`src/verilog/crli_consts.svh`:
```
`ifndef CRLI_CONSTS_SVH
`define CRLI_CONSTS_SVH

// ----------------------------------------------------------------------
// Register indices
// ----------------------------------------------------------------------
`define CRLI_SP_IDX      3'h6
`define CRLI_PC_IDX      3'h7

// ----------------------------------------------------------------------
// Stack and address arithmetic
// ----------------------------------------------------------------------
`define CRLI_WORD_STEP   16'h0002
`define CRLI_EVEN_MASK   16'hfffe

// ----------------------------------------------------------------------
// Reset values
// ----------------------------------------------------------------------
`define CRLI_SP_RST      16'h1000
`define CRLI_PSW_RST     16'h0000

// ----------------------------------------------------------------------
// Status word fields
// ----------------------------------------------------------------------
`define CRLI_PSW_MODE_HI 15
`define CRLI_PSW_MODE_LO 14
`define CRLI_PSW_RSET    11

`endif

```
`src/verilog/crli_pkg.sv`:
```
`default_nettype none
package crli_pkg;
    typedef logic [15:0]      crli_word_t;
    typedef logic [7:0][15:0] crli_regs_t;

    typedef enum logic [1:0] {
        CRLI_OP_CALL,
        CRLI_OP_RET,
        CRLI_OP_RTI
    } crli_op_t;

    typedef enum {
        CRLI_ST_IDLE,
        CRLI_ST_CALL_PUSH,
        CRLI_ST_RET_POP,
        CRLI_ST_INT_PSW,
        CRLI_ST_INT_PC,
        CRLI_ST_VEC_PC,
        CRLI_ST_VEC_PSW,
        CRLI_ST_RTI_PC,
        CRLI_ST_RTI_PSW
    } crli_state_t;
endpackage : crli_pkg
`default_nettype wire

```
`src/verilog/crli_rf_if.sv`:
```
`timescale 1ns/1ns
`default_nettype none
interface crli_rf_if;
    import crli_pkg::*;
    logic       pc_we;
    crli_word_t pc_d;
    logic       sp_we;
    crli_word_t sp_d;
    logic       gen_we;
    logic [2:0] gen_idx;
    crli_word_t gen_d;
    crli_regs_t regs;

    modport ctrl  (output pc_we, pc_d, sp_we, sp_d, gen_we, gen_idx, gen_d, input regs);
    modport store (input pc_we, pc_d, sp_we, sp_d, gen_we, gen_idx, gen_d, output regs);
endinterface : crli_rf_if
`default_nettype wire

```
`src/verilog/crli_regfile.sv`:
```
`timescale 1ns/1ns
`default_nettype none
`include "crli_consts.svh"
module crli_regfile #(
    parameter logic [15:0] SP_RESET = `CRLI_SP_RST
) (
    input  wire logic mclk_in,
    input  wire logic srst_in,
    crli_rf_if.store  rf
);
    import crli_pkg::*;

    // ------------------------------------------------------------------
    // Eight general registers, dedicated ports win over the general one
    // ------------------------------------------------------------------
    genvar i;
    generate
        for (i = 0; i < 8; i++) begin : g_reg
            localparam logic [2:0] IDX = 3'(i);
            wire logic pc_hit  = rf.pc_we && (IDX == `CRLI_PC_IDX);
            wire logic sp_hit  = rf.sp_we && (IDX == `CRLI_SP_IDX);
            wire logic gen_hit = rf.gen_we && (rf.gen_idx == IDX);
            always_ff @(posedge mclk_in) begin
                if (srst_in) begin
                    rf.regs[i] <= (IDX == `CRLI_SP_IDX) ? SP_RESET : 16'h0000;
                end else if (pc_hit) begin
                    rf.regs[i] <= rf.pc_d;
                end else if (sp_hit) begin
                    rf.regs[i] <= rf.sp_d & `CRLI_EVEN_MASK;
                end else if (gen_hit) begin
                    // Stack pointer stays even even when the sequencer loads it
                    rf.regs[i] <= (IDX == `CRLI_SP_IDX) ? (rf.gen_d & `CRLI_EVEN_MASK) : rf.gen_d;
                end
            end
        end
    endgenerate
endmodule : crli_regfile
`default_nettype wire

```
`src/verilog/crli_linkage.sv`:
```
`timescale 1ns/1ns
`default_nettype none
`include "crli_consts.svh"
// How it works
// - A call first pushes the named linkage register onto the system stack by pre-decrement.
// - The call then loads the linkage register with the program counter and jumps to the entry.
// - Register 6 is the stack pointer for every automatic save and restore.
// - A return copies the named register into the program counter, then pops the stack into it.
// - An interrupt is taken only at an instruction boundary, after the current instruction.
// - Interrupt entry pushes the status word and then the program counter onto the stack.
// - The new program counter comes from the vector's first word, the status from the next.
// - The loaded status word sets the service routine's mode and register set selection.
// - Return from interrupt pops the program counter and then the status word.
// - Register 7 is the program counter; any register, register 7 included, may serve as linkage.
// - The system stack holds whole words only, always at even addresses.
module crli_linkage #(
    parameter logic [15:0] SP_RESET = `CRLI_SP_RST
) (
    input  wire logic             mclk_in,
    input  wire logic             srst_in,
    input  wire logic             irq_req_in,
    input  wire crli_pkg::crli_word_t irq_vector_in,
    output logic                  irq_ack_out,
    input  wire logic             boundary_in,
    input  wire logic             op_valid_in,
    input  wire crli_pkg::crli_op_t op_in,
    input  wire logic [2:0]       op_reg_in,
    input  wire crli_pkg::crli_word_t op_dest_in,
    output logic                  op_ready_out,
    input  wire logic             seq_wr_en_in,
    input  wire logic [2:0]       seq_wr_idx_in,
    input  wire crli_pkg::crli_word_t seq_wr_data_in,
    output logic                  busy_out,
    output crli_pkg::crli_word_t  pc_out,
    output crli_pkg::crli_word_t  sp_out,
    output crli_pkg::crli_word_t  psw_out,
    output logic [1:0]            psw_mode_out,
    output logic                  psw_regset_out,
    output logic                  mem_req_out,
    output logic                  mem_we_out,
    output crli_pkg::crli_word_t  mem_addr_out,
    output crli_pkg::crli_word_t  mem_wdata_out,
    input  wire logic             mem_ack_in,
    input  wire crli_pkg::crli_word_t mem_rdata_in
);
    import crli_pkg::*;

    generate
        if (SP_RESET[0] != 1'b0) begin : g_bad_sp
            $error("SP_RESET must be even");
        end
    endgenerate

    // ------------------------------------------------------------------
    // State
    // ------------------------------------------------------------------
    crli_state_t state_reg, state_next;
    crli_word_t  addr_reg, addr_next, wdata_reg, wdata_next;
    crli_word_t  dest_reg, vec_reg, psw_reg, psw_next;
    logic [2:0]  idx_reg;
    logic        we_reg, we_next, ack_reg, irq_meta_reg, irq_sync_reg;

    crli_rf_if rf ();
    crli_regfile #(.SP_RESET(SP_RESET)) u_regs (
        .mclk_in (mclk_in),
        .srst_in (srst_in),
        .rf      (rf.store)
    );

    // ------------------------------------------------------------------
    // Decode
    // ------------------------------------------------------------------
    wire crli_word_t sp_w     = rf.regs[`CRLI_SP_IDX];
    wire crli_word_t pc_w     = rf.regs[`CRLI_PC_IDX];
    wire crli_word_t link_w   = rf.regs[op_reg_in];
    wire crli_word_t sp_dec_w = sp_w - `CRLI_WORD_STEP;
    wire crli_word_t sp_inc_w = sp_w + `CRLI_WORD_STEP;
    wire logic idle_w     = (state_reg == CRLI_ST_IDLE);
    wire logic take_irq_w = idle_w && irq_sync_reg && boundary_in;
    wire logic take_op_w  = idle_w && op_valid_in && !take_irq_w;

    assign op_ready_out   = idle_w && !take_irq_w;
    assign busy_out       = !idle_w;
    assign mem_req_out    = !idle_w;
    assign mem_we_out     = we_reg;
    assign mem_addr_out   = addr_reg;
    assign mem_wdata_out  = wdata_reg;
    assign irq_ack_out    = ack_reg;
    assign pc_out         = pc_w;
    assign sp_out         = sp_w;
    assign psw_out        = psw_reg;
    assign psw_mode_out   = psw_reg[`CRLI_PSW_MODE_HI:`CRLI_PSW_MODE_LO];
    assign psw_regset_out = psw_reg[`CRLI_PSW_RSET];

    // ------------------------------------------------------------------
    // Sequencing
    // ------------------------------------------------------------------
    always_comb begin
        state_next = state_reg;
        addr_next  = addr_reg;
        wdata_next = wdata_reg;
        we_next    = we_reg;
        psw_next   = psw_reg;
        rf.pc_we   = 1'b0;
        rf.pc_d    = pc_w;
        rf.sp_we   = 1'b0;
        rf.sp_d    = sp_w;
        rf.gen_we  = 1'b0;
        rf.gen_idx = seq_wr_idx_in;
        rf.gen_d   = seq_wr_data_in;
        case (state_reg)
            CRLI_ST_IDLE: begin
                if (take_irq_w) begin
                    rf.sp_we   = 1'b1;
                    rf.sp_d    = sp_dec_w;
                    addr_next  = sp_dec_w & `CRLI_EVEN_MASK;
                    wdata_next = psw_reg;
                    we_next    = 1'b1;
                    state_next = CRLI_ST_INT_PSW;
                end else if (take_op_w && op_in == CRLI_OP_CALL) begin
                    rf.sp_we   = 1'b1;
                    rf.sp_d    = sp_dec_w;
                    addr_next  = sp_dec_w & `CRLI_EVEN_MASK;
                    wdata_next = link_w;
                    we_next    = 1'b1;
                    state_next = CRLI_ST_CALL_PUSH;
                end else if (take_op_w && op_in == CRLI_OP_RET) begin
                    rf.pc_we   = 1'b1;
                    rf.pc_d    = link_w;
                    addr_next  = sp_w & `CRLI_EVEN_MASK;
                    we_next    = 1'b0;
                    state_next = CRLI_ST_RET_POP;
                end else if (take_op_w && op_in == CRLI_OP_RTI) begin
                    addr_next  = sp_w & `CRLI_EVEN_MASK;
                    we_next    = 1'b0;
                    state_next = CRLI_ST_RTI_PC;
                end else begin
                    rf.gen_we  = seq_wr_en_in;
                end
            end
            CRLI_ST_CALL_PUSH: begin
                if (mem_ack_in) begin
                    rf.gen_we  = 1'b1;
                    rf.gen_idx = idx_reg;
                    rf.gen_d   = pc_w;
                    rf.pc_we   = 1'b1;
                    rf.pc_d    = dest_reg;
                    state_next = CRLI_ST_IDLE;
                end
            end
            CRLI_ST_RET_POP: begin
                if (mem_ack_in) begin
                    rf.gen_we  = 1'b1;
                    rf.gen_idx = idx_reg;
                    rf.gen_d   = mem_rdata_in;
                    rf.sp_we   = (idx_reg != `CRLI_SP_IDX);
                    rf.sp_d    = sp_inc_w;
                    rf.pc_we   = (idx_reg == `CRLI_PC_IDX);
                    rf.pc_d    = mem_rdata_in;
                    state_next = CRLI_ST_IDLE;
                end
            end
            CRLI_ST_INT_PSW: begin
                if (mem_ack_in) begin
                    rf.sp_we   = 1'b1;
                    rf.sp_d    = sp_dec_w;
                    addr_next  = sp_dec_w & `CRLI_EVEN_MASK;
                    wdata_next = pc_w;
                    state_next = CRLI_ST_INT_PC;
                end
            end
            CRLI_ST_INT_PC: begin
                if (mem_ack_in) begin
                    addr_next  = vec_reg;
                    we_next    = 1'b0;
                    state_next = CRLI_ST_VEC_PC;
                end
            end
            CRLI_ST_VEC_PC: begin
                if (mem_ack_in) begin
                    rf.pc_we   = 1'b1;
                    rf.pc_d    = mem_rdata_in;
                    addr_next  = vec_reg + `CRLI_WORD_STEP;
                    state_next = CRLI_ST_VEC_PSW;
                end
            end
            CRLI_ST_VEC_PSW: begin
                if (mem_ack_in) begin
                    psw_next   = mem_rdata_in;
                    state_next = CRLI_ST_IDLE;
                end
            end
            CRLI_ST_RTI_PC: begin
                if (mem_ack_in) begin
                    rf.pc_we   = 1'b1;
                    rf.pc_d    = mem_rdata_in;
                    rf.sp_we   = 1'b1;
                    rf.sp_d    = sp_inc_w;
                    addr_next  = sp_inc_w & `CRLI_EVEN_MASK;
                    state_next = CRLI_ST_RTI_PSW;
                end
            end
            CRLI_ST_RTI_PSW: begin
                if (mem_ack_in) begin
                    psw_next   = mem_rdata_in;
                    rf.sp_we   = 1'b1;
                    rf.sp_d    = sp_inc_w;
                    state_next = CRLI_ST_IDLE;
                end
            end
            default: begin
                state_next = CRLI_ST_IDLE;
            end
        endcase
    end

    // ------------------------------------------------------------------
    // Flops
    // ------------------------------------------------------------------
    always_ff @(posedge mclk_in) begin
        if (srst_in) begin
            irq_meta_reg <= 1'b0;
            irq_sync_reg <= 1'b0;
        end else begin
            irq_meta_reg <= irq_req_in;
            irq_sync_reg <= irq_meta_reg;
        end
    end

    always_ff @(posedge mclk_in) begin
        if (srst_in) begin
            state_reg <= CRLI_ST_IDLE;
            addr_reg  <= 16'h0000;
            wdata_reg <= 16'h0000;
            we_reg    <= 1'b0;
            psw_reg   <= `CRLI_PSW_RST;
            ack_reg   <= 1'b0;
        end else begin
            state_reg <= state_next;
            addr_reg  <= addr_next;
            wdata_reg <= wdata_next;
            we_reg    <= we_next;
            psw_reg   <= psw_next;
            ack_reg   <= take_irq_w;
        end
    end

    // Operands latched at acceptance so the sequencer may move on
    always_ff @(posedge mclk_in) begin
        if (srst_in) begin
            idx_reg  <= 3'h0;
            dest_reg <= 16'h0000;
            vec_reg  <= 16'h0000;
        end else if (idle_w) begin
            idx_reg  <= op_reg_in;
            dest_reg <= op_dest_in;
            vec_reg  <= irq_vector_in & `CRLI_EVEN_MASK;
        end
    end
endmodule : crli_linkage
`default_nettype wire

```
`config.mk`:
```
export PLATFORM = sky130hd
export DESIGN_NAME = crli_linkage
export DESIGN_NICKNAME = d
export VERILOG_FILES = /design/src/verilog/crli_pkg.sv /design/src/verilog/crli_rf_if.sv /design/src/verilog/crli_regfile.sv /design/src/verilog/crli_linkage.sv
export VERILOG_INCLUDE_DIRS = /design/src /design/src/verilog
export SDC_FILE = /design/constraint.sdc
export NUM_CORES = 1
export LEC_CHECK = 0
export BUFFER_PORTS_ARGS = -buffer_cell sky130_fd_sc_hd__buf_2
export CORE_MARGIN = 2
export CORE_UTILIZATION = 30
export DETAILED_ROUTE_END_ITERATION = 16
export PLACE_DENSITY = 0.47
export SLEW_MARGIN = 20
export SYNTH_ARGS = -nofsm -noshare
export SYNTH_HDL_FRONTEND = slang
export SYNTH_SLANG_ARGS = --single-unit
```
`constraint.sdc`:
```
create_clock -name mclk_in -period 3.69 [get_ports mclk_in]
set_input_delay 0.1845 -clock mclk_in [delete_from_list [all_inputs] [get_ports mclk_in]]
set_output_delay 0.1845 -clock mclk_in [all_outputs]
set_load 0.01 [all_outputs]
```
Word level (Yosys, flattened, before mapping)
Index checks and enable logic that the tools add are counted.
{ "word_totals": {"input_bits": 79, "output_inout_bits": 88, "regBits": 245, "elab_cells": 166} }
{ "classes": {"reduce_logical": 41, "eq_ne": 36, "n_mux": 66, "add_sub_neg": 3, "n_lt_le_gt_ge": 1} }
{ "ops": {"columns": ["op", "n"], "rows": [
  ["16-bit two-way mux", 27],
  ["32-bit two-way mux", 9],
  ["32-bit case mux with 6 select lines", 1],
  ["32-bit by 3-bit == test with 1-bit output (second input constant)", 4],
  ["16-bit case mux with 3 select lines", 2],
  ["16-bit case mux with 5 select lines", 1],
  ["32-bit by 2-bit == test with 1-bit output (second input constant)", 2],
  ["32-bit zero test", 2],
  ["16-bit case mux with 2 select lines", 2],
  ["16-bit binary-select mux with 3-bit select", 1],
  ["16-bit by 2-bit adder with 16-bit output (second input constant)", 2],
  ["32-bit by 1-bit == test with 1-bit output (second input constant)", 1],
  ["32-bit by 4-bit == test with 1-bit output (second input constant)", 1],
  ["3-bit != test (second input constant)", 9],
  ["1-bit two-way mux", 17],
  ["1-bit logical AND", 16],
  ["16-bit by 2-bit subtractor with 16-bit output (second input constant)", 1],
  ["3-bit == test (second input constant)", 5],
  ["6-bit AND reduction", 2],
  ["3-bit OR reduction", 4],
  ["2-bit != test (second input constant)", 4],
  ["4-bit by 2-bit != test with 1-bit output (second input constant)", 2],
  ["2-bit nonzero test", 4],
  ["7-bit AND reduction", 1],
  ["20 further kinds", 27]
]} }

Depth between registers and ports, before layout
Gate-level depths: netlist of run 1.
{ "depth": {"ltp_word": 14, "mapped_depth": 10, "ltp_nobuf": 8} }

Cells and area by module
A second synthesis of run 1 with hierarchy kept.
{ "unflattened": {"hier_cells": 1590, "area_unflattened_um2": 12644.6} }
{ "modules_own_cells": {"columns": ["module", "instances", "cells_each", "area_per_inst_um2", "seq_area_each_um2"], "rows": [
  ["crli_linkage", 1, 964, 7536.0, 1781.7],
  ["crli_regfile", 1, 626, 5108.6, 2542.4]
]} }

Worst setup path after synthesis of run 1
Ideal clock, no wire load.
{ "synth_timing": {"kind": "flip-flop to flip-flop", "startpoint": "register u_regs.rf.regs[97]", "endpoint": "register addr_reg[11], in the netlist mem_addr_out[11]", "required_ns": 3.604, "path_stages_with_launch": 10, "arrival_time_ns": 2.285, "setup_time_ns": 0.086, "period_less_slack_ns": 2.370, "slack_ns": 1.320, "n_path_buf": 1, "cell_sequence": "dfxtp_1 > clkbuf_1 > inv_1 > ha_1 > or4b_4 > or4_4 > nor2_1 > xor2_1 > o21ai_1 > a211oi_1"} }
{ "synth_via": {"elab_chain_len": 4, "word_cells_on_any_way": 7, "cone_classes": "add/sub: 2; mux: 5"} }
{ "synth_rtl": {"columns": ["element", "line_no", "rtl"], "rows": [
  ["from (decl)", "crli_rf_if.sv:15", "modport store (input pc_we, pc_d, sp_we, sp_d, gen_we, gen_idx, gen_d, output regs);"],
  ["from (signal, indexed assignment)", "crli_regfile.sv:25", "rf.regs[i] <= (IDX == `CRLI_SP_IDX) ? SP_RESET : 16'h0000;"],
  ["from (signal, indexed assignment)", "crli_regfile.sv:27", "rf.regs[i] <= rf.pc_d;"],
  ["from (signal, indexed assignment)", "crli_regfile.sv:29", "rf.regs[i] <= rf.sp_d & `CRLI_EVEN_MASK;"],
  ["16-bit by 2-bit subtractor with 16-bit output (no line)", null, null],
  ["16-bit two-way mux", "crli_linkage.sv:120", "end else if (take_op_w && op_in == CRLI_OP_CALL) begin"],
  ["16-bit two-way mux", "crli_linkage.sv:113", "if (take_irq_w) begin"],
  ["16-bit case mux with 5 select lines *", "crli_linkage.sv:111", "case (state_reg)"],
  ["to (signal assigned)", "crli_linkage.sv:240", "addr_reg <= addr_next;"],
  ["to (decl)", "crli_linkage.sv:58", "crli_word_t addr_reg, addr_next, wdata_reg, wdata_next;"]
]} }
Every way passes the cells marked *; elsewhere a longest branch is shown, timed or not. The select of a mux whose other input is x is not followed.
A chain may end at the register's enable or synchronous reset.

Worst setup path after layout of run 1
{ "layout_timing": {"startpoint": "register state_reg[1]", "endpoint": "register wdata_reg[1], in the netlist mem_wdata_out[1]"} }
{ "layout_via": {"elab_chain_len": 8, "word_cells_on_any_way": 15, "cone_classes": "eq/ne: 3; mux: 2; reduce/logical: 10"} }
{ "layout_rtl": {"columns": ["element", "line_no", "rtl"], "rows": [
  ["from (decl)", "crli_linkage.sv:57", "crli_state_t state_reg, state_next;"],
  ["from (signal assigned)", "crli_linkage.sv:239", "state_reg <= state_next;"],
  ["32-bit zero test", "crli_linkage.sv:78", "wire logic idle_w = (state_reg == CRLI_ST_IDLE);"],
  ["1-bit logical AND (2 in a row)", "crli_linkage.sv:79", "wire logic take_irq_w = idle_w && irq_sync_reg && boundary_in;"],
  ["1-bit zero test", "crli_linkage.sv:80", "wire logic take_op_w = idle_w && op_valid_in && !take_irq_w;"],
  ["1-bit logical AND", "crli_linkage.sv:80", null],
  ["1-bit logical AND", "crli_linkage.sv:120", null],
  ["3-bit != test (no line)", null, null],
  ["3-bit AND reduction (no line)", null, null],
  ["to (signal assigned)", "crli_linkage.sv:241", "wdata_reg <= wdata_next;"],
  ["to (decl)", "crli_linkage.sv:58", null]
]} }
Several ways; a longest one is shown, not always the timed one.

==> results.sh, run 1 <==
export IMPL_status="completed"
export IMPL_drc_errors=0
export IMPL_fin_cells=2078
export IMPL_ant_nets=0
export IMPL_largest_reg_flops=127
export IMPL_synth_top_area_share_pct=35.4
export IMPL_critPathMaxFanout=23
export IMPL_grt_pass1_vias=10866
export IMPL_die_area_mm2=0.0424
export IMPL_min_path_type="input port to flop"
export IMPL_cts_buffers=27
export IMPL_clock_sinks=216
export IMPL_fin_worst_skew_ns=0.0135
export IMPL_p_seq_share_pct=33.9
export IMPL_route_detailed_wl_per_inst_um=22.8
export IMPL_cts_resized=0
export IMPL_synthArstFlopShare_pct=0
export IMPL_yosys_warnings=0
export IMPL_num_vias=11502
export IMPL_cts_root_buf="clkbuf_16"
export IMPL_cts_htree_levels=1
export IMPL_setup_viol_count_final=0
export IMPL_synthCells=1397
export IMPL_grt_usage_pct=22.1
export IMPL_cts_tree="yes"
export IMPL_via_per_inst=5.54
export IMPL_wl_um=47400
export IMPL_drive_above_1_share_pct=24.3
export IMPL_grt_max_degree=66
export IMPL_regArea_mm2=0.00432
export IMPL_syn_avg_cell_area_um2=8.74
export IMPL_rsz0062_at_grt="false"
export IMPL_synthTopCellsByArea="dfxtp_1 35%, nor2_1 7.2%, mux4_2 5.7%"
export IMPL_cp_start_kind="flop"
export IMPL_ys_ff_latch=216
export IMPL_p_leak_nw=5.48
export IMPL_powerDensity_mw_per_mm2=724
export IMPL_post_cts_repair_setup_buffers=0
export IMPL_fill_cells=4162
export IMPL_initial_core_util_pct=30.5
export IMPL_dp_hpwl_um=33800
export IMPL_synth_largest_area_cell="dfxtp_1"
export IMPL_worstMarginPinSlew_ns=0.988
export IMPL_timing_hold_violations_final=0
export IMPL_clockBufferDepth=3
export IMPL_clk_pin_slew_ns=0.06
export IMPL_antenna_found_initial=3
export IMPL_numPortBuffers=163
export IMPL_dp_cells=1976
export IMPL_ioPinCount=167
export IMPL_synth_distinct_cells=91
export IMPL_drt_pass1_iterations=5
export IMPL_grt_overflow=0
export IMPL_drtIter0Drc=1104
export IMPL_top_register="u_regs.rf.regs"
export IMPL_fin_nets=1619
export IMPL_final_max_slew_viol_count=0
export IMPL_multi_input_area_mm2=0.00689
export IMPL_ctsHoldBuffers=57
export IMPL_p_int_mw=6.11
export IMPL_gp_congestion=0.857
export IMPL_fp_dieH_um=206
export IMPL_crit_type="flop to flop"
export IMPL_timing_fmax_mhz=309
export IMPL_netlist_area_mm2=0.0122
export IMPL_crit_path_end_kind="flop"
export IMPL_setup_tns_ns=0
export IMPL_hold_path_cell_count=3
export IMPL_fin_crit_ns=3.24
export IMPL_arrival_ns=3.66
export IMPL_area_growth_pct=19.8
export IMPL_net_switching_power_mw=4.49
export IMPL_die_w_um=206
export IMPL_synth_edff_count=0
export IMPL_diodes=0
export IMPL_netSwitchingFraction_pct=42.3
export IMPL_rows=73
export IMPL_worst_endpoint_required_ns=4.11
export IMPL_grt_pass1_wl_um=70100
export IMPL_timing_final_crit_share_pct=87.8
export IMPL_ys_seq_area_share_pct=35.4
export IMPL_power_frac_comb_pct=41.5
export IMPL_relSlewSlack_pct=34.1
export IMPL_drv_cap=0
export IMPL_power_frac_clock_pct=24.6
export IMPL_synth_ff_type="dfxtp_1"
export IMPL_core_area_mm2=0.0400
export IMPL_ir_drop_mv=0.389
export IMPL_clkLatencyLatePin_ns=0.56
export IMPL_r2r_cells=7
[synthesized netlist by cell type (9+ instances only)]
cell      number
o211ai_1       9
or3_1          9
clkbuf_1      63
nor2_1       233
inv_1         26
a222oi_1      16
xnor2_1       25
nor3_1        34
a221o_1       18
a211oi_1      92
a211oi_2      30
a21oi_1       76
a22oi_1       15
a221oi_1       9
mux2i_1       26
nand2_1      104
buf_4         48
o21ai_0       39
a22o_1        13
xor2_1         9
nand3_1       19
and2_1        10
mux2_2        17
buf_2         37
nand4_1        9
mux4_2        31
buf_6         12
dfxtp_1      216
[worst max-delay path, stage by stage (launching register included)]
cell and delay (ns):
dfxtp_1 0.96, nor2b_1 0.33, a221oi_1 0.17, o21ai_2 0.17, buf_4 0.21, nand2_1 0.43
a211oi_1 0.71, nor3_1 0.11
[logic make-up after synthesis]
| kind of cell | Yosys count | synth area share [%] |
|---|---|---|
| AND/OR/NAND/NOR | 490 | 19.2 |
| AO/OA/AOI/OAI | 385 | 24.6 |
| flip-flops | 216 | 35.4 |
| buffers and inverters | 193 | 8.54 |
| multiplexers | 74 | 9.41 |
| XOR/XNOR | 35 | 2.57 |
| adder cells (fa/ha/maj) | 3 | 0.307 |
| other | 1 | 0.0307 |
[worst paths after layout]
| path | startpoint | end | slack (ns) |
|---|---|---|---|
| setup / recovery | state_reg[1] | mem_wdata_out[1] | 0.45 |
| hold / removal | seq_wr_data_in[4] | u_regs.rf.regs[84] | 0.12 |
| setup reg to reg | state_reg[1] | mem_wdata_out[1] | 0.45 |
| hold reg to reg | irq_meta_reg | irq_sync_reg | 0.44 |
[power groups by stage]
stage	registers, mW	logic (mW)	clock network, mW
2_1_floorplan	3.27	3.17	0
3_3_place_gp	3.62	4.29	0
3_5_place_dp	3.62	4.30	0
4_1_cts	3.58	4.38	2.66
5_1_grt	3.66	4.77	2.75
6_report	3.59	4.40	2.61
[layout make-up]
class / count / area share (%)
Tap cell: 525 / 4.49
Clock inverter: 6 / 0.598
Multi-Input combinational cell: 989 / 47.1
Sequential cell: 216 / 29.5
Inverter: 27 / 0.692
Clock buffer: 39 / 5.13
Timing Repair Buffer: 276 / 12.5
[metrics by stage]
stage / hold WS (ns) / util [%] / worst slack, ns / total power, mW / cell area, um^2
2_1_floorplan: 0.313 / - / 1.32 / 6.43 / 12200
3_3_place_gp: 0.406 / 33.1 / 0.607 / 7.90 / 13200
3_5_place_dp: 0.420 / 33.1 / 0.563 / 7.93 / 13200
4_1_cts: 0.0919 / 36.6 / 0.550 / 10.6 / 14600
5_1_grt: 0.115 / 36.6 / 0.225 / 11.2 / 14600
6_report: 0.116 / 36.6 / 0.449 / 10.6 / 14600
[per-layer routing]
metal / track usage, % / part of all wire (%)
met4: 5.41 / 2.2
met2: 34.2 / 44
met3: 4.13 / 7.7
met5: 0 / 0.027
met1: 31.5 / 46
[cell usage in the layout (no fill, tap or decap), drive strengths merged, types with 8 or more instances in the layout]
| master | synthesis | final |
|---|---|---|
| mux4 | 31 | 31 |
| inv | 26 | 28 |
| buf | 101 | 219 |
| o211ai | 9 | 9 |
| nand3b | 8 | 8 |
| dfxtp | 216 | 216 |
| a221oi | 9 | 9 |
| a221o | 18 | 18 |
| a22oi | 22 | 22 |
| mux2i | 26 | 26 |
| clkbuf | 65 | 39 |
| or3 | 10 | 10 |
| a22o | 13 | 13 |
| nand4 | 10 | 10 |
| mux2 | 17 | 17 |
| a211oi | 122 | 122 |
| and2 | 11 | 11 |
| o21ai | 44 | 44 |
| nor3 | 36 | 36 |
| nor2 | 233 | 233 |
| nand3 | 20 | 20 |
| xnor2 | 25 | 25 |
| a21oi | 79 | 79 |
| dlygate4sd3 | 0 | 57 |
| nor4 | 8 | 8 |
| a222oi | 16 | 16 |
| xor2 | 10 | 10 |
| nand2 | 105 | 105 |
No activity file was read; power rests on OpenSTA's default activity.
==> inputs of run 2 (changes only) <==
--- a/config.mk
+++ b/config.mk
@@ -7,10 +7,13 @@
 export NUM_CORES = 1
 export LEC_CHECK = 0
 export BUFFER_PORTS_ARGS = -buffer_cell sky130_fd_sc_hd__buf_2
+export CELL_PAD_IN_SITES_DETAIL_PLACEMENT = 0
+export CELL_PAD_IN_SITES_GLOBAL_PLACEMENT = 1
+export CORE_ASPECT_RATIO = 1.1
 export CORE_MARGIN = 2
-export CORE_UTILIZATION = 30
+export CORE_UTILIZATION = 48
 export DETAILED_ROUTE_END_ITERATION = 16
-export PLACE_DENSITY = 0.47
+export PLACE_DENSITY = 0.87
 export SLEW_MARGIN = 20
 export SYNTH_ARGS = -nofsm -noshare
 export SYNTH_HDL_FRONTEND = slang
==> run 2 against run 1 <==
  * Sequential cell count unchanged
  * Global-route usage increased by 7.4 points
  * Worst setup slack improved by 0.25 ns
  * Sequential power about the same
  * Clock-buffer cell count decreased by 7
  * Critical path type unchanged
  * Combinational power decreased by 5.5%
  * Hold slack improved by 0.0090 ns
==> results.sh, run 2 (synthesis gave the netlist of run 1 again) <==
export IMPL_cts_buffers=25
export IMPL_numPortBuffers=163
export IMPL_die_w_um=156
export IMPL_drtIter0Drc=1083
export IMPL_setup_tns_ns=0
export IMPL_powerDensity_mw_per_mm2=725
export IMPL_setup_viol_count_final=0
export IMPL_final_max_slew_viol_count=0
export IMPL_clockBufferDepth=3
export IMPL_timing_fmax_mhz=334
export IMPL_pre_cts_ws_ns=0.666
export IMPL_dp_hpwl_um=28200
export IMPL_layout_common_cells="233 x nor2_1, 216 x dfxtp_1, 162 x buf_2"
export IMPL_r2r_start="u_regs.rf.regs[97]"
export IMPL_relSlewSlack_pct=42.2
export IMPL_drv_cap=0
export IMPL_core_area_mm2=0.0252
export IMPL_timing_hold_violations_final=0
export IMPL_min_path_type="input port to flop"
export IMPL_via_per_inst=6.16
export IMPL_ant_nets=0
export IMPL_cpMaxStageDelayCell="dfxtp_1"
export IMPL_arrival_ns=3.40
export IMPL_cts_tree="yes"
export IMPL_clkLatencyLatePin_ns=0.54
export IMPL_ioPinCount=167
export IMPL_initial_core_util_pct=48.5
export IMPL_fill_cells=2323
export IMPL_ir_drop_mv=0.378
export IMPL_num_vias=11370
export IMPL_r2r_cells=7
export IMPL_critPathMaxFanout=11
export IMPL_drt_pass1_iterations=8
export IMPL_cp_start_kind="flop"
export IMPL_worstMarginPinSlew_ns=0.867
export IMPL_crit_path_end_kind="flop"
export IMPL_grt_usage_pct=29.5
export IMPL_path_cells="ha_1 -> nand3_1 -> or4_1 -> xnor2_1 -> a221o_1 -> a31oi_1 -> nor3_1"
export IMPL_route_detailed_wl_per_inst_um=21.9
export IMPL_hold_path_cell_count=3
export IMPL_grt_pass1_wl_um=61400
export IMPL_wl_um=40400
export IMPL_area_growth_pct=16.2
export IMPL_p_leak_nw=5.35
export IMPL_worst_hold_path_endpoint="u_regs.rf.regs[85]"
export IMPL_cp_slowest_stage_delay_ns=0.71
export IMPL_timing_final_crit_share_pct=81.1
export IMPL_rsz0062_at_grt="false"
export IMPL_top_register="u_regs.rf.regs"
export IMPL_fin_worst_skew_ns=0.0199
export IMPL_gp_congestion=0.925
export IMPL_fin_nets=1595
export IMPL_fp_dieH_um=171
export IMPL_rows=61
export IMPL_rrSetupSlack_ns=0.70
export IMPL_fin_crit_ns=2.99
export IMPL_grt_overflow=0
export IMPL_antenna_found_initial=0
export IMPL_place_area_mm2=0.0129
export IMPL_cts_resized=0
export IMPL_clk_pin_slew_ns=0.06
export IMPL_grt_pass1_vias=10606
export IMPL_clock_sinks=216
export IMPL_die_area_mm2=0.0267
export IMPL_hold_start="seq_wr_data_in[5]"
export IMPL_drc_errors=0
export IMPL_fin_area_mm2=0.0142
export IMPL_setup_ws_ns=0.698
export IMPL_diodes=0
export IMPL_status="completed"
export IMPL_drive_above_1_share_pct=24.2
export IMPL_worstReg2RegEnd="mem_addr_out[15]"
export IMPL_cts_root_buf="clkbuf_16"
export IMPL_largest_reg_flops=127
export IMPL_power_total_mw=10.3
export IMPL_worst_endpoint_required_ns=4.09
export IMPL_grt_max_degree=99
export IMPL_crit_type="flop to flop"
export IMPL_cts_htree_levels=1
export IMPL_layout_commonest_cell="nor2_1"
## run 2: routing by layer
layer	track usage, %	wire length, um
met1	38.5	16500
met4	15.4	2310
met2	47.9	18700
met5	0	0
met3	3.91	2830
## run 2: layout make-up
class	instances	area, um^2	area share, %
multi-input cells	989	6900	48.6
well taps	315	394	2.78
repair buffers	254	1630	11.5
flip-flops and latches	216	4320	30.5
inverters	27	101	0.714
clock buffers	32	692	4.87
clock inverters	13	154	1.08
## run 2: critical path: cells and delay by family, from the launching register on
family	cells	cell delay, ns
AO/OA/AOI/OAI	2	0.58
XOR/XNOR	1	0.16
adder cells (fa/ha/maj)	1	0.40
flip-flops	1	0.71
AND/OR/NAND/NOR	3	1.01
## run 2: worst max-delay path by stage
| stage | to | from |
|---|---|---|
| 5_1_grt | u_regs.rf.regs[8] | state_reg[3] |
| 2_1_floorplan | mem_addr_out[11] | u_regs.rf.regs[97] |
| 3_3_place_gp | u_regs.rf.regs[123] | state_reg[3] |
| 3_5_place_dp | u_regs.rf.regs[126] | state_reg[3] |
| 4_1_cts | u_regs.rf.regs[127] | state_reg[3] |
| 6_report | mem_addr_out[15] | u_regs.rf.regs[97] |
## run 2: report_power, final
group / switching, mW / internal (mW) / leakage (nW)
Combinational: 2.53 / 1.63 / 3.19
Clock: 1.01 / 1.53 / 0.407
Sequential: 0.711 / 2.87 / 1.76
## run 2: per-stage QoR
| stage | cells | hold slack, ns | util, % |
|---|---|---|---|
| after global routing | 1846 | 0.135 | 56.4 |
| after detailed placement | 1753 | 0.406 | 51.0 |
| after global placement | 1753 | 0.408 | 51.0 |
| final | 1846 | 0.125 | 56.4 |
| after CTS | 1846 | 0.110 | 56.3 |
| after floorplan | 1398 | 0.313 | - |
## run 2: repair_timing
item	in CTS	in global routing
endpoints found under the hold margin	48	0
endpoints found under the setup margin	0	0
buffers inserted	0	0
hold buffers	48	0
==> inputs of run 3 (changes only) <==
--- a/config.mk
+++ b/config.mk
@@ -6,14 +6,15 @@
 export SDC_FILE = /design/constraint.sdc
 export NUM_CORES = 1
 export LEC_CHECK = 0
+export ABC_AREA = 1
 export BUFFER_PORTS_ARGS = -buffer_cell sky130_fd_sc_hd__buf_2
 export CELL_PAD_IN_SITES_DETAIL_PLACEMENT = 0
 export CELL_PAD_IN_SITES_GLOBAL_PLACEMENT = 1
 export CORE_ASPECT_RATIO = 1.1
 export CORE_MARGIN = 2
-export CORE_UTILIZATION = 48
+export CORE_UTILIZATION = 37
 export DETAILED_ROUTE_END_ITERATION = 16
-export PLACE_DENSITY = 0.87
+export PLACE_DENSITY = 0.78
 export SLEW_MARGIN = 20
 export SYNTH_ARGS = -nofsm -noshare
 export SYNTH_HDL_FRONTEND = slang
==> constraint.sdc (replaced) <==
create_clock -name mclk_in -period 2.4 [get_ports mclk_in]
set_input_delay 0.12 -clock mclk_in [delete_from_list [all_inputs] [get_ports mclk_in]]
set_output_delay 0.12 -clock mclk_in [all_outputs]
set_load 0.01 [all_outputs]
==> run 3 against run 2 <==
  * Largest power group unchanged
  * Sequential power rose by 60%
  * Sequential cell count did not move
  * Clock skew fell by 0.0041 ns
  * Via count rose by 28%
  * Critical path type unchanged
  * Cell area rose by 8.9%
  * Register-to-register slack got worse by 0.52 ns
  * Clock power rose by 53%
  * Cell count rose by 50%
  * Synthesized cell count rose by 55%
==> results.sh, run 3 <==
export IMPL_path_cells="nor2_4 -> nand3_1 -> inv_1 -> buf_4 -> nand2_1 -> nand3_1 -> nand2_1 -> nand2_1 -> nor2_1 -> nor2_1"
export IMPL_r2r_cells=10
export IMPL_clockBufferDepth=3
export IMPL_cp_slowest_stage_delay_ns=0.36
export IMPL_arrival_ns=2.71
export IMPL_relSlewSlack_pct=58.5
export IMPL_layout_common_cells="611 x nand2_1, 425 x nor2_1, 216 x dfxtp_1"
export IMPL_wl_um=50200
export IMPL_timing_fmax_mhz=450
export IMPL_cts_tree="yes"
export IMPL_status="completed"
export IMPL_via_per_inst=5.23
export IMPL_ys_ff_latch=216
export IMPL_largest_reg_flops=127
export IMPL_critical_path_depth=10
export IMPL_ir_drop_mv=0.670
export IMPL_synth_top_area_share_pct=33.2
export IMPL_timing_final_crit_share_pct=92.6
export IMPL_grt_usage_pct=26.9
export IMPL_route_detailed_wl_per_inst_um=18.1
export IMPL_yosysMostFrequentCell="nand2_1"
export IMPL_area_growth_pct=18.7
export IMPL_worst_endpoint_required_ns=2.89
export IMPL_cpMaxStageDelayCell="inv_1"
export IMPL_drive_above_1_share_pct=14.1
export IMPL_min_path_type="input port to flop"
export IMPL_synthArstFlopShare_pct=0
export IMPL_grt_overflow=0
export IMPL_cpLargestDelayFamily="simple AND/OR/NAND/NOR gates"
export IMPL_synth_ff_type="dfxtp_1"
export IMPL_rsz0062_at_grt="false"
export IMPL_dp_hpwl_um=35600
export IMPL_powerDensity_mw_per_mm2=1340
export IMPL_die_area_mm2=0.0367
export IMPL_core_area_mm2=0.0350
export IMPL_crit_path_end_kind="flop"
export IMPL_grt_max_degree=86
export IMPL_diodes=0
export IMPL_initial_core_util_pct=37.3
export IMPL_die_w_um=183
export IMPL_clkLatencyLatePin_ns=0.56
export IMPL_synth_distinct_cells=41
export IMPL_ioPinCount=167
export IMPL_drv_cap=0
export IMPL_synthTopCellsByArea="dfxtp_1 33%, nand2_1 18%, nor2_1 12%"
export IMPL_timing_hold_violations_final=0
export IMPL_drc_errors=0
export IMPL_cp_start_kind="flop"
export IMPL_fin_nets=2394
export IMPL_ys_top_cells_by_count="612 x nand2_1, 425 x nor2_1, 216 x dfxtp_1"
export IMPL_top_register="u_regs.rf.regs"
export IMPL_synth_edff_count=0
export IMPL_cts_root_buf="clkbuf_16"
export IMPL_clk_pin_slew_ns=0.06
export IMPL_p_leak_nw=7.58
export IMPL_hold_ws_ns=0.0454
export IMPL_num_vias=14514
export IMPL_numPortBuffers=163
export IMPL_fin_area_mm2=0.0155
export IMPL_worstMarginPinSlew_ns=0.619
export IMPL_fp_dieH_um=201
export IMPL_synthCells=2166
export IMPL_hold_path_cell_count=6
export IMPL_cts_htree_levels=1
export IMPL_grt_pass1_wl_um=78100
export IMPL_syn_avg_cell_area_um2=6.01
export IMPL_setup_tns_ns=0
export IMPL_ys_seq_area_share_pct=33.2
export IMPL_rows=72
export IMPL_layout_commonest_cell="nand2_1"
export IMPL_netlist_area_mm2=0.0130
export IMPL_synth_largest_area_cell="dfxtp_1"
export IMPL_grt_pass1_vias=13468
export IMPL_drtIter0Drc=1333
export IMPL_place_area_mm2=0.0141
export IMPL_clock_sinks=216
export IMPL_drt_pass1_iterations=7
export IMPL_fin_crit_ns=2.22
export IMPL_cpMostUsedCell="nand2_1"
export IMPL_gp_congestion=0.962
export IMPL_critPathMaxFanout=11
export IMPL_fin_worst_skew_ns=0.0158
export IMPL_yosys_warnings=0
export IMPL_crit_type="flop to flop"
export IMPL_setup_viol_count_final=0
export IMPL_path_buf_inv=2
export IMPL_cts_buffers=26
export IMPL_final_max_slew_viol_count=0
export IMPL_ant_nets=0
export IMPL_antenna_found_initial=0
## run 3: final cells by class
| type | count | area, um^2 |
|---|---|---|
| clock buffers | 37 | 782 |
| clock inverters | 8 | 62.6 |
| flip-flops and latches | 216 | 4320 |
| multi-input cells | 1664 | 7410 |
| inverters | 129 | 490 |
| repair buffers | 275 | 1830 |
| fillers | 3685 | 19500 |
| well taps | 444 | 556 |
## run 3: worst paths after layout
| check | from | endpoint | slack (ns) |
|---|---|---|---|
| setup / recovery | state_reg[3] | u_regs.rf.regs[127] | 0.18 |
| hold / removal | op_valid_in | state_reg[2] | 0.05 |
| setup reg to reg | state_reg[3] | u_regs.rf.regs[127] | 0.18 |
| hold reg to reg | irq_meta_reg | irq_sync_reg | 0.41 |
## run 3: metrics by stage
stage | cells | util [%] | total power, mW | setup WS (ns)
2_1_floorplan | 2167 | - | 13.1 | 0.595
3_3_place_gp | 2679 | 40.4 | 16.4 | 0.262
3_5_place_dp | 2679 | 40.4 | 16.5 | 0.222
4_1_cts | 2773 | 44.2 | 20.5 | 0.194
5_1_grt | 2773 | 44.2 | 22.2 | 0.0100
6_report | 2773 | 44.2 | 20.6 | 0.178
## run 3: per-layer routing
layer	part of all wire (%)	wire (um)	GRT usage [%]
met4	3.2	1590	8.77
met1	46	23300	38.6
met3	7.2	3600	4.01
met5	0	0	0
met2	43	21800	41.3
## run 3: cell families after synthesis
logic type	after synthesis	share of synthesized area (%)
buffers and inverters	287	9.95
AOI/OAI and AO/OA	364	15.1
other	1	0.0288
and+or+nand+nor	1288	41.0
xor gates and xnor gates	7	0.471
adders and majority gates	3	0.288
DFF	216	33.2
## run 3: power by group
group	internal, mW	switching [mW]	total, mW	leakage, nW
combinational	3.52	7.53	11.0	5.40
sequential	4.59	1.12	5.72	1.76
clock	2.26	1.63	3.89	0.411
## run 3: repair_timing
| action | 4_1_cts | 5_1_grt |
|---|---|---|
| hold buffers | 49 | 0 |
| buffers inserted | 0 | 0 |
| resized for setup | 0 | 2 |
| endpoints found under the hold margin | 49 | 0 |
| endpoints found under the setup margin | 0 | 17 |
## run 3: tightest hold or removal path, delay by kind of cell
family	cells	cell delay [ns]
AOI/OAI and AO/OA	1	0.05
buffers and inverters	1	0.12
and+or+nand+nor	4	0.26
